--- config.mk ---
export PLATFORM = sky130hd
export DESIGN_NAME = gp8_port
export DESIGN_NICKNAME = d
export VERILOG_FILES = /design/src/rtl/gp8_pkg.sv /design/src/rtl/gp8_port.sv
export SDC_FILE = /design/constraint.sdc
export NUM_CORES = 1
export LEC_CHECK = 0
export BUFFER_PORTS_ARGS = -buffer_cell sky130_fd_sc_hd__buf_2
export CAP_MARGIN = 30
export CORE_ASPECT_RATIO = 0.5
export CORE_MARGIN = 5
export CORE_UTILIZATION = 40
export CTS_CLUSTER_DIAMETER = 100
export DETAILED_ROUTE_END_ITERATION = 8
export MAX_ROUTING_LAYER = met4
export PLACE_DENSITY = 0.73
export SYNTH_ARGS = -nofsm -noshare
export SYNTH_HDL_FRONTEND = slang
export SYNTH_SLANG_ARGS = --single-unit
--- constraint.sdc ---
create_clock -name clk_i -period 1.62 [get_ports clk_i]
set_input_delay 0.162 -clock clk_i [delete_from_list [all_inputs] [get_ports clk_i]]
set_output_delay 0.162 -clock clk_i [all_outputs]
set_load 0.01 [all_outputs]
--- src/rtl/gp8_pkg.sv ---
package gp8_pkg;
  localparam int PORT_W = 8;
  localparam int WB_DW = 32;
  localparam int WB_AW = 4;
  // Byte offsets of the registers
  localparam logic [WB_AW-1:0] OFS_DATA = 4'h0;
  localparam logic [WB_AW-1:0] OFS_DIR = 4'h4;
  localparam logic [WB_AW-1:0] OFS_PULL = 4'h8;
  localparam logic [WB_AW-1:0] OFS_CTRL = 4'hC;
  // Control register fields
  localparam int CTRL_HIZ_SEL_BIT = 0;
  // Reset values
  localparam logic [PORT_W-1:0] RST_DATA = 8'h00;
  localparam logic [PORT_W-1:0] RST_DIR = 8'h00;
  localparam logic [PORT_W-1:0] RST_PULL = 8'h00;
  localparam logic RST_HIZ_SEL = 1'b0;
  // Pins whose input may stay open in standby: two interrupt pins, counter clock, trigger
  localparam logic [PORT_W-1:0] IRQ_PIN_MASK_DEF = 8'h93;
  localparam logic [PORT_W-1:0] OPEN_DRAIN_MASK_DEF = 8'h00;
  typedef enum logic [1:0] {
    REG_DATA = 2'b00,
    REG_DIR = 2'b01,
    REG_PULL = 2'b10,
    REG_CTRL = 2'b11
  } gp8_reg_type;
endpackage

--- src/rtl/gp8_port.sv ---
// Local design decisions: the register offsets and the Wishbone interface to the registers.
`timescale 1ns/1ps
// Overview of operation
// - Direction bit one makes pin output
// - Output pin drives its data latch bit
// - Latch write appears on output pins immediately
// - Output pin read returns latch
// - Direction bit zero makes pin input
// - Latch write on input pin not driven
// - Input read gives pin; RMW gives latch
// - Peripheral drives pin; read pin, RMW latch
// - Peripheral input pin read gives pin level
// - Reset clears all direction bits
// - Standby with select bit forces Hi-Z
// - Standby Hi-Z blocks input, holds low
// - Enabled interrupt pins keep input open
// - Select bit zero keeps pin state
// - Pull-up bit one connects pull-up
// - Pull-up off while pin drives low
// - Open-drain output one stays Hi-Z
module gp8_port #(
  parameter logic [gp8_pkg::PORT_W-1:0] OPEN_DRAIN_MASK = gp8_pkg::OPEN_DRAIN_MASK_DEF,
  parameter logic [gp8_pkg::PORT_W-1:0] IRQ_PIN_MASK = gp8_pkg::IRQ_PIN_MASK_DEF
) (
  input wire logic clk_i,
  input wire logic rst_i,
  input wire logic wb_cyc_i,
  input wire logic wb_stb_i,
  input wire logic wb_we_i,
  input wire logic [gp8_pkg::WB_AW-1:0] wb_adr_i,
  input wire logic [3:0] wb_sel_i,
  input wire logic [gp8_pkg::WB_DW-1:0] wb_dat_i,
  input wire logic wb_rmw_i,
  output logic [gp8_pkg::WB_DW-1:0] wb_dat_o,
  output logic wb_ack_o,
  input wire logic standby_i,
  input wire logic [gp8_pkg::PORT_W-1:0] irq_in_en_i,
  input wire logic [gp8_pkg::PORT_W-1:0] periph_oe_i,
  input wire logic [gp8_pkg::PORT_W-1:0] periph_out_i,
  output logic [gp8_pkg::PORT_W-1:0] periph_in_o,
  input wire logic [gp8_pkg::PORT_W-1:0] pad_i,
  output logic [gp8_pkg::PORT_W-1:0] pad_o,
  output logic [gp8_pkg::PORT_W-1:0] pad_oe_o,
  output logic [gp8_pkg::PORT_W-1:0] pullup_en_o
);
  import gp8_pkg::*;

  if ((IRQ_PIN_MASK & ~IRQ_PIN_MASK_DEF) != 8'h00)
  begin : g_bad_mask
    $error("IRQ_PIN_MASK names a pin with no interrupt input");
  end

  // Registers sit in the low byte lane and are picked by address bits 3:2
  if (WB_DW < PORT_W || WB_AW < 4)
  begin : g_bad_bus
    $error("bus too narrow for the port registers");
  end

  typedef struct packed {
    logic [PORT_W-1:0] latch;
    logic [PORT_W-1:0] dir;
    logic [PORT_W-1:0] pull;
    logic hiz_sel;
    logic ack;
    logic [WB_DW-1:0] rdata;
    logic [PORT_W-1:0] pad_out;
    logic [PORT_W-1:0] pad_oe;
    logic [PORT_W-1:0] pull_out;
    logic [PORT_W-1:0] per_in;
  } gp8_state_type;

  gp8_state_type st;
  gp8_state_type next_st;

  function automatic logic [1:0] reg_index(input logic [WB_AW-1:0] adr);
    return adr[3:2];
  endfunction

  logic req;
  logic block_now;
  logic [PORT_W-1:0] pin_val;
  logic [PORT_W-1:0] irq_keep;
  logic hiz_next;
  logic [PORT_W-1:0] drv_val;
  logic [PORT_W-1:0] drv_en;

  assign req = wb_cyc_i && wb_stb_i && !st.ack;
  assign irq_keep = irq_in_en_i & IRQ_PIN_MASK;
  assign block_now = standby_i && st.hiz_sel;
  // Blocked inputs read low so a floating pad cannot leak
  assign pin_val = pad_i & ~({PORT_W{block_now}} & ~irq_keep);

  always_comb
  begin
    next_st = st;
    next_st.ack = req;
    if (req && wb_we_i && wb_sel_i[0])
    begin
      unique case (gp8_reg_type'(reg_index(wb_adr_i)))
        REG_DATA: next_st.latch = wb_dat_i[PORT_W-1:0];
        REG_DIR: next_st.dir = wb_dat_i[PORT_W-1:0];
        REG_PULL: next_st.pull = wb_dat_i[PORT_W-1:0];
        REG_CTRL: next_st.hiz_sel = wb_dat_i[CTRL_HIZ_SEL_BIT];
      endcase
    end
    if (req && !wb_we_i)
    begin
      next_st.rdata = '0;
      unique case (gp8_reg_type'(reg_index(wb_adr_i)))
        REG_DATA:
        begin
          // RMW reads the latch; otherwise output port bits read the latch and everything else the pin
          if (wb_rmw_i)
          begin
            next_st.rdata[PORT_W-1:0] = st.latch;
          end
          else
          begin
            next_st.rdata[PORT_W-1:0] = (st.latch & st.dir & ~periph_oe_i)
              | (pin_val & ~(st.dir & ~periph_oe_i));
          end
        end
        REG_DIR: next_st.rdata[PORT_W-1:0] = st.dir;
        REG_PULL: next_st.rdata[PORT_W-1:0] = st.pull;
        REG_CTRL: next_st.rdata[CTRL_HIZ_SEL_BIT] = st.hiz_sel;
      endcase
    end
    // Pad outputs follow the register values being written, so a write shows at
    // the pin on the same edge that it lands in the latch
    hiz_next = standby_i && next_st.hiz_sel;
    drv_val = (periph_oe_i & periph_out_i) | (~periph_oe_i & next_st.latch);
    drv_en = (periph_oe_i | next_st.dir) & ~{PORT_W{hiz_next}};
    next_st.pad_oe = drv_en & ~(OPEN_DRAIN_MASK & drv_val);
    next_st.pad_out = drv_val & ~OPEN_DRAIN_MASK;
    next_st.pull_out = next_st.pull & ~(next_st.pad_oe & ~next_st.pad_out);
    next_st.per_in = pin_val;
    if (rst_i)
    begin
      next_st = '0;
      next_st.latch = RST_DATA;
      next_st.dir = RST_DIR;
      next_st.pull = RST_PULL;
      next_st.hiz_sel = RST_HIZ_SEL;
    end
  end

  always_ff @(posedge clk_i)
  begin
    st <= next_st;
  end

  assign wb_dat_o = st.rdata;
  assign wb_ack_o = st.ack;
  assign pad_o = st.pad_out;
  assign pad_oe_o = st.pad_oe;
  assign pullup_en_o = st.pull_out;
  assign periph_in_o = st.per_in;

  // Shared pins rely on software keeping direction and peripheral enables apart;
  // a peripheral output enable simply wins over the direction bit.

  property p_out_drive;
    @(posedge clk_i) disable iff (rst_i)
    !($past(standby_i) && st.hiz_sel) |->
      ((pad_oe_o & st.dir & ~$past(periph_oe_i) & ~OPEN_DRAIN_MASK)
        == (st.dir & ~$past(periph_oe_i) & ~OPEN_DRAIN_MASK))
      && ((pad_o & st.dir & ~$past(periph_oe_i)) == (st.latch & st.dir
        & ~$past(periph_oe_i) & ~OPEN_DRAIN_MASK));
  endproperty
  a_out_drive: assert property (p_out_drive) else $error("output pin not driving latch");

  property p_in_off;
    @(posedge clk_i) disable iff (rst_i)
    1'b1 |-> (pad_oe_o & ~st.dir & ~$past(periph_oe_i)) == 8'h00;
  endproperty
  a_in_off: assert property (p_in_off) else $error("input pin is driven");

  property p_write_latch;
    @(posedge clk_i) disable iff (rst_i)
    (wb_ack_o && wb_we_i && wb_sel_i[0] && reg_index(wb_adr_i) == 2'b00)
      |=> st.latch == $past(wb_dat_i[PORT_W-1:0]);
  endproperty
  a_write_latch: assert property (p_write_latch) else $error("latch write lost");

  property p_rmw_read;
    @(posedge clk_i) disable iff (rst_i)
    (req && !wb_we_i && wb_rmw_i && reg_index(wb_adr_i) == 2'b00)
      ##1 (st.latch == $past(st.latch)) |-> wb_ack_o && wb_dat_o[PORT_W-1:0] == st.latch;
  endproperty
  a_rmw_read: assert property (p_rmw_read) else $error("RMW read not latch");

  property p_pin_read;
    @(posedge clk_i) disable iff (rst_i)
    (req && !wb_we_i && !wb_rmw_i && reg_index(wb_adr_i) == 2'b00) |=>
      (wb_dat_o[PORT_W-1:0] & ~$past(st.dir & ~periph_oe_i))
        == ($past(pin_val) & ~$past(st.dir & ~periph_oe_i));
  endproperty
  a_pin_read: assert property (p_pin_read) else $error("input read not pin");

  property p_reset_dir;
    @(posedge clk_i)
    $past(rst_i) |-> st.dir == 8'h00 && pad_oe_o == 8'h00 && !wb_ack_o;
  endproperty
  a_reset_dir: assert property (p_reset_dir) else $error("direction not cleared");

  property p_hiz;
    @(posedge clk_i) disable iff (rst_i)
    ($past(standby_i) && st.hiz_sel) |-> pad_oe_o == 8'h00;
  endproperty
  a_hiz: assert property (p_hiz) else $error("pin driven in standby");

  property p_block;
    @(posedge clk_i) disable iff (rst_i)
    $past(standby_i && st.hiz_sel) |-> periph_in_o == $past(pad_i & irq_keep);
  endproperty
  a_block: assert property (p_block) else $error("standby input not blocked");

  property p_pull_low;
    @(posedge clk_i) disable iff (rst_i)
    1'b1 |-> (pullup_en_o & pad_oe_o & ~pad_o) == 8'h00;
  endproperty
  a_pull_low: assert property (p_pull_low) else $error("pull-up on low pin");

  property p_open_drain;
    @(posedge clk_i) disable iff (rst_i)
    1'b1 |-> (pad_o & OPEN_DRAIN_MASK) == 8'h00;
  endproperty
  a_open_drain: assert property (p_open_drain) else $error("open drain driven high");

  property p_ack_pulse;
    @(posedge clk_i) disable iff (rst_i)
    wb_ack_o |=> !wb_ack_o;
  endproperty
  a_ack_pulse: assert property (p_ack_pulse) else $error("ack longer than one cycle");

  property p_pull_on;
    @(posedge clk_i) disable iff (rst_i)
    1'b1 |-> pullup_en_o == (st.pull & ~(pad_oe_o & ~pad_o));
  endproperty
  a_pull_on: assert property (p_pull_on) else $error("pull-up enable lost");

  property p_hiz_keep;
    @(posedge clk_i) disable iff (rst_i)
    !$past(rst_i) && !st.hiz_sel |->
      (pad_oe_o & ~OPEN_DRAIN_MASK) == ((st.dir | $past(periph_oe_i)) & ~OPEN_DRAIN_MASK);
  endproperty
  a_hiz_keep: assert property (p_hiz_keep) else $error("standby changed pin state");

  property p_periph_drive;
    @(posedge clk_i) disable iff (rst_i)
    !$past(rst_i) |->
      (pad_o & $past(periph_oe_i)) == ($past(periph_oe_i & periph_out_i) & ~OPEN_DRAIN_MASK);
  endproperty
  a_periph_drive: assert property (p_periph_drive) else $error("peripheral value lost");

  property p_od_release;
    @(posedge clk_i) disable iff (rst_i)
    !$past(rst_i) |->
      (pad_oe_o & OPEN_DRAIN_MASK & st.latch & ~$past(periph_oe_i)) == 8'h00;
  endproperty
  a_od_release: assert property (p_od_release) else $error("open drain one driven");

  // Register readback, writes and holds, bus bookkeeping, and further pin checks
  property p_dir_read;
    @(posedge clk_i) disable iff (rst_i)
    (req && !wb_we_i && reg_index(wb_adr_i) == 2'b01) |=> wb_dat_o == WB_DW'($past(st.dir));
  endproperty
  a_dir_read: assert property (p_dir_read) else $error("direction readback wrong");

  property p_pull_read;
    @(posedge clk_i) disable iff (rst_i)
    (req && !wb_we_i && reg_index(wb_adr_i) == 2'b10) |=> wb_dat_o == WB_DW'($past(st.pull));
  endproperty
  a_pull_read: assert property (p_pull_read) else $error("pull-up readback wrong");

  property p_ctrl_read;
    @(posedge clk_i) disable iff (rst_i)
    (req && !wb_we_i && reg_index(wb_adr_i) == 2'b11) |=>
      wb_dat_o == (WB_DW'($past(st.hiz_sel)) << CTRL_HIZ_SEL_BIT);
  endproperty
  a_ctrl_read: assert property (p_ctrl_read) else $error("control readback wrong");

  property p_ack_req;
    @(posedge clk_i) disable iff (rst_i)
    wb_ack_o |-> $past(wb_cyc_i && wb_stb_i);
  endproperty
  a_ack_req: assert property (p_ack_req) else $error("ack without request");

  property p_ack_answer;
    @(posedge clk_i) disable iff (rst_i)
    req |=> wb_ack_o;
  endproperty
  a_ack_answer: assert property (p_ack_answer) else $error("request not answered");

  property p_rdata_hold;
    @(posedge clk_i) disable iff (rst_i)
    !$past(rst_i) && !$past(req && !wb_we_i) |-> $stable(wb_dat_o);
  endproperty
  a_rdata_hold: assert property (p_rdata_hold) else $error("read data moved");

  property p_dir_write;
    @(posedge clk_i) disable iff (rst_i)
    (wb_ack_o && wb_we_i && wb_sel_i[0] && reg_index(wb_adr_i) == 2'b01)
      |=> st.dir == $past(wb_dat_i[PORT_W-1:0]);
  endproperty
  a_dir_write: assert property (p_dir_write) else $error("direction write lost");

  property p_pull_write;
    @(posedge clk_i) disable iff (rst_i)
    (wb_ack_o && wb_we_i && wb_sel_i[0] && reg_index(wb_adr_i) == 2'b10)
      |=> st.pull == $past(wb_dat_i[PORT_W-1:0]);
  endproperty
  a_pull_write: assert property (p_pull_write) else $error("pull-up write lost");

  property p_ctrl_write;
    @(posedge clk_i) disable iff (rst_i)
    (wb_ack_o && wb_we_i && wb_sel_i[0] && reg_index(wb_adr_i) == 2'b11)
      |=> st.hiz_sel == $past(wb_dat_i[CTRL_HIZ_SEL_BIT]);
  endproperty
  a_ctrl_write: assert property (p_ctrl_write) else $error("control write lost");

  property p_latch_hold;
    @(posedge clk_i) disable iff (rst_i)
    !(req && wb_we_i && wb_sel_i[0] && reg_index(wb_adr_i) == 2'b00)
      |=> st.latch == $past(st.latch);
  endproperty
  a_latch_hold: assert property (p_latch_hold) else $error("latch changed unwritten");

  property p_dir_hold;
    @(posedge clk_i) disable iff (rst_i)
    !(req && wb_we_i && wb_sel_i[0] && reg_index(wb_adr_i) == 2'b01)
      |=> st.dir == $past(st.dir);
  endproperty
  a_dir_hold: assert property (p_dir_hold) else $error("direction changed unwritten");

  property p_input_write;
    @(posedge clk_i) disable iff (rst_i)
    (wb_ack_o && wb_we_i && reg_index(wb_adr_i) == 2'b00) |->
      (pad_oe_o & ~st.dir & ~$past(periph_oe_i)) == 8'h00;
  endproperty
  a_input_write: assert property (p_input_write) else $error("input pin driven by write");

  property p_periph_read;
    @(posedge clk_i) disable iff (rst_i)
    (req && !wb_we_i && !wb_rmw_i && reg_index(wb_adr_i) == 2'b00) |=>
      (wb_dat_o[PORT_W-1:0] & $past(periph_oe_i)) == ($past(pin_val) & $past(periph_oe_i));
  endproperty
  a_periph_read: assert property (p_periph_read) else $error("peripheral pin read wrong");

  property p_block_read;
    @(posedge clk_i) disable iff (rst_i)
    (req && !wb_we_i && !wb_rmw_i && reg_index(wb_adr_i) == 2'b00
      && standby_i && st.hiz_sel) |=>
      (wb_dat_o[PORT_W-1:0] & ~$past(st.dir & ~periph_oe_i | irq_keep)) == 8'h00;
  endproperty
  a_block_read: assert property (p_block_read) else $error("blocked pin read high");

  property p_per_in_open;
    @(posedge clk_i) disable iff (rst_i)
    !$past(rst_i) && !$past(standby_i && st.hiz_sel) |-> periph_in_o == $past(pad_i);
  endproperty
  a_per_in_open: assert property (p_per_in_open) else $error("open input not passed");

  property p_reset_out;
    @(posedge clk_i)
    $past(rst_i) |-> pad_o == 8'h00 && pullup_en_o == 8'h00 && periph_in_o == 8'h00;
  endproperty
  a_reset_out: assert property (p_reset_out) else $error("outputs not cleared");

  c_rmw: cover property (@(posedge clk_i) disable iff (rst_i)
    req && !wb_we_i && wb_rmw_i ##1 wb_ack_o);
  c_hiz: cover property (@(posedge clk_i) disable iff (rst_i)
    $rose(standby_i) && st.hiz_sel && st.dir != 8'h00);
  c_write: cover property (@(posedge clk_i) disable iff (rst_i)
    req && wb_we_i && st.dir != 8'h00);
  c_periph: cover property (@(posedge clk_i) disable iff (rst_i)
    wb_ack_o && !wb_we_i && periph_oe_i != 8'h00);
  c_pull: cover property (@(posedge clk_i) disable iff (rst_i)
    pullup_en_o != 8'h00 && pad_oe_o != 8'h00);
endmodule // gp8_port

* Yosys cells after proc, flatten, opt, wreduce, memory -nomap -nowiden *
Cells that the tools add are included.

word-level totals
  register bits after elaboration = 66
  bits of input ports = 79
  word-level logic and storage cells = 52

operators by class
  eq/ne operators = 3
  multiplexer cells = 8
  bitwise operators = 21
  reduce and logical (&&, ||, !) cells = 10

operators by type and width
  cell                                                  number
  bitwise AND 8 bit                                     11
  inverter 8 bit                                        7
  2-to-1 mux 8 bit                                      4
  2-to-1 mux 25 bit                                     1
  bitwise OR 8 bit                                      3
  case mux 7 bit (3 select lines)                       1
  logical AND 1 bit                                     7
  equality test 2 bit (second input constant)           2
  case mux 1 bit (4 select lines)                       1
  equality test 2 x 1 -> 1 bit (second input constant)  1
  zero test 1 bit                                       2
  zero test 2 bit                                       1
  2-to-1 mux 1 bit                                      1

* Logic depth before layout (Yosys ltp) *
  depth after elaboration = 11
  mapped depth = 7
  gate-level depth less buffers = 5

* Worst setup path after synthesis *
No wires, ideal clock.

  path kind = reg2reg
  start point = register st (netlist bit wb_ack_o)
  end point = register st (netlist bit pullup_en_o[6])
  library setup time = 91 ps
  data arrival time = 1732 ps
  required time = 1529 ps
  setup slack = -203 ps
  cell stages (with the launch flop) = 6
  clock period less this slack = 1823 ps
  cell sequence = dfxtp_1 > nand3b_1 > or2_2 > nor2_1 > mux2_2 > a311oi_1

between the ends
  word-level cells in the longest chain between the ends = 11
  elaborated cells on any way between the ends = 15
  those cells by class = mux (1); bitwise (9); reduce/logical (5)

RTL lines
  what                                                           RTL line                          source
  start: declaration                                             gp8_port.sv:72                    gp8_state_type st;
  start signal: assignment                                       gp8_port.sv:149                   st <= next_st;
  zero test 1 bit *                                              gp8_port.sv:87                    assign req = wb_cyc_i && wb_stb_i && !st.ack;
  logical AND 1 bit *                                            gp8_port.sv:87
  logical AND 1 bit * (2 in a row)                               gp8_port.sv:97                    if (req && wb_we_i && wb_sel_i[0])
  2-to-1 mux 25 bit *                                            gp8_port.sv:97
  bitwise AND 8 bit / logical AND 1 bit (equally long branches)  gp8_port.sv:131, gp8_port.sv:130
  bitwise OR 8 bit / inverter 8 bit (equally long branches)      gp8_port.sv:131, gp8_port.sv:132
  inverter 8 bit / bitwise AND 8 bit (equally long branches)     gp8_port.sv:135, gp8_port.sv:132
  bitwise AND 8 bit                                              gp8_port.sv:135                   next_st.pull_out = next_st.pull & ~(next_st.pad_oe & ~next_st.pad_out);
  inverter 8 bit                                                 gp8_port.sv:135
  bitwise AND 8 bit *                                            gp8_port.sv:135

Mark *: on every way between the ends. The rest lies on a longest branch, timed or not.
A chain may end at the register's enable or synchronous reset.

* Worst setup path in the final report *
  start point = register st (netlist bit wb_ack_o)
  end point = register st (netlist bit pullup_en_o[7])

Same word-level chain as after synthesis.

==> summary.md <==
| Metric | Value |
|---|---|
| Status | finished, violations left |
| Violated checks | setup timing |
| Via count | 2471 |
| Largest net degree at the start of global routing | 31 |
| Area after DPL | 3390 um2 |
| Distinct cells, synth | 36 |
| Initial antenna violation count | 0 |
| RR Startpoint | wb_ack_o |
| Fillcell total | 666 |
| Initial DRC count | 115 |
| Port Buffers | 86 |
| Post-synth EDFFs | 0 |
| Nets | 479 |
| Setup Viol. Count Final | 39 |
| CTS tree | built |
| Sequential fraction of the synthesis area | 42.3% |
| Largest area contributor in the netlist | dfxtp_1 |
| FF+latch area | 1320 um2 |
| Most common cell after layout, fill and taps aside | buf_2 |
| Die Area | 9780 um2 |
| Remaining antenna violation count | 0 |
| Top FF cell, synth | dfxtp_1 |
| Most frequent cells in the layout | buf_2, dfxtp_1, nor2_1 |
| Chip height | 72.5 um |
| DR pass1 iterations | 4 |
| Total track usage | 15.4% |
| Root buffer cell | clkbuf_16 |
| Avg Cell Area, Syn | 9.29 um2 |
| Internal | 3.10 mW |
| Post-synth top area share | 42.3% |
| Final Skew | 0.00626 ns |
| Final wirelength | 7860 um |
| Setup_tns | -7.04 ns |
| CP startpoint kind | register |
| Clock slew at reported path FFs | 0.05 ns |
| R2R Setup Slk | -0.33 ns |
| Sw frac | 23.0% |
| Crit path max fanout | 4 |
| Final WS setup | -0.326 ns |
| GRT overflow | 0 |
| Crit Path Class | register to register |
| Multi-input logic area | 1550 um2 |
| CTS Buf Count | 9 |
| Final core utilization | 53.3% |
| Total Power | 4.02 mW |
| Fin Hold WS | 0.0615 ns |
| Hold Crit Class | input port to register |
| Final hold viol count | 0 |
| Cells after Synth | 336 |
| WL per Instance | 15.3 um |
| Worst R2R Path Depth | 7 |
| Comb power frac | 9.3% |
| Inst Count DP | 492 |
| Clock Power Share | 49.0% |
| Drt drc | 0 |
| Power per cell area | 1010 nW/um2 |
| Site Rows | 22 |
| Post-Syn Area | 3120 um2 |
| # IOs | 144 |
| Initial Utilization | 41.9% |
| Reg2Reg Capture Point | pullup_en_o[7] |
| Area contributors post-synth | dfxtp_1, buf_4, mux2i_1 |
| Htree depth | 3 |
| GP Congestion | 0.836 |
| Slew @ Worst Pin | 0.643 ns |
| Avg Vias per Cell | 4.82 |
| CP endpoint kind | register |
| Core region area | 7460 um2 |
| Max clock buf depth | 2 |
| Layout cell share with drive strength beyond 1 | 41.2% |
| F_max | 514 MHz |
| Slew Limit Fails | 0 |
| Hpwl dp | 5500 um |
| Clock Latency Late Sink | 0.33 ns |
| Max_cap viols | 0 |
| Critical path origin | wb_ack_o |
| Yosys warning count | 0 |
| Ys async rst share | 0% |
| Pre-CTS WS | -0.350 ns |
| Crit path to | pullup_en_o[7] |
| Worst Path Required | 1.86 ns |
| Crit share post-route | 120% |
| Switch Pwr | 0.925 mW |
| Die Wd | 135 um |
| Number of global-route vias before repair | 2236 |
| Seq pwr share | 41.7% |
| CP Data Arrival Time | 2.18 ns |
| RSZ-0062 raised after global routing | true |
| Sink count of the clock tree | 66 |
| Synthesized flop and latch total | 66 |
| Maximum vdd drop | 0.477 mV |
| Leak pwr | 1.77 nW |
| Ant diodes | 0 |
| Post-layout instance area | 3970 um2 |
| Final cell count without fillers | 513 |
| Max-slew headroom | 57.0% |
| First-pass GRT wire length | 11200 um |
| Crit path time final | 1.95 ns |
| Layout overhead on the synthesized area | 27.2% |
synthesized netlist by cell type, types with 3 or more instances:
| library cell | instances |
|---|---|
| dfxtp_1 | 66 |
| buf_4 | 65 |
| nor2_1 | 45 |
| mux2i_1 | 29 |
| nand2_1 | 11 |
| a21oi_1 | 10 |
| clkbuf_1 | 10 |
| nand2b_1 | 10 |
| o21ai_0 | 10 |
| nor3b_1 | 9 |
| a311oi_1 | 8 |
| inv_1 | 8 |
| a22o_1 | 7 |
| and2_1 | 6 |
| mux2_2 | 5 |
| a22oi_1 | 4 |
| a21bo_2 | 3 |
| a21o_1 | 3 |
| o2111ai_1 | 3 |
| or2_2 | 3 |
power groups by stage:
stage | clock network, mW | registers [mW] | logic, mW
2_1_floorplan | 0 | 1.71 | 0.268
3_3_place_gp | 0 | 1.71 | 0.334
3_5_place_dp | 0 | 1.71 | 0.333
4_1_cts | 1.99 | 1.68 | 0.348
5_1_grt | 2.07 | 1.68 | 0.405
6_report | 1.97 | 1.68 | 0.374
worst max-delay path, stage by stage, from the launching register on:
cell,delay (ns)
dfxtp_2,0.31
nand3b_1,0.22
buf_6,0.17
nor4b_4,0.32
buf_4,0.23
mux2i_4,0.24
nand2b_1,0.09
a311oi_1,0.27
how the worst min path moves through the flow:
stage             start              to  cells after the start
6_report       pad_i[5]  periph_in_o[5]                      2
5_1_grt        pad_i[5]  periph_in_o[5]                      2
4_1_cts        pad_i[5]  periph_in_o[5]                      2
3_5_place_dp   pad_i[5]  periph_in_o[5]                      2
3_3_place_gp   pad_i[5]  periph_in_o[5]                      2
2_1_floorplan  pad_i[2]  periph_in_o[2]                      1
final cells by class:
| class | instances | area share (%) |
|---|---|---|
| timing repair buffer | 108 | 15.7 |
| tap | 108 | 3.40 |
| inverter | 9 | 0.850 |
| sequential | 66 | 33.3 |
| clock buffer | 11 | 6.36 |
| clock inverter | 5 | 1.51 |
| multi-input combinational | 206 | 38.9 |
repair_timing:
item / CTS / global route
hold buffers: 0 / 0
endpoints found under the setup margin: 39 / 40
pin swaps: 10 / 3
buffers inserted: 4 / 2
resized for setup: 16 / 26
flip-flops by register name, summed over array words and instances, names as in the netlist:
signal / count
pullup_en_o: 8
pad_o: 8
wb_dat_o: 8
periph_in_o: 8
pad_oe_o: 8
wb_ack_o: 1
st: 25
metal layers:
metal  wire (um)  up-vias  global-route usage, %  share of wire, %
met2        3560      113                   22.5                45
met3         797        5                   6.37                10
met5           0        -                      -                 0
met4          36        0                   4.02              0.46
li1            -     1188                      -                 -
met1        3470     1165                   19.9                44
cells by family after synthesis:
kind of cell	after synthesis	synth area share [%]
simple gates	91	14.3
buf+inv	87	18.8
flops	66	42.3
compound gates	55	12.7
mux	36	11.8
other cells	1	0.120
(Power assumes the default switching activity.)
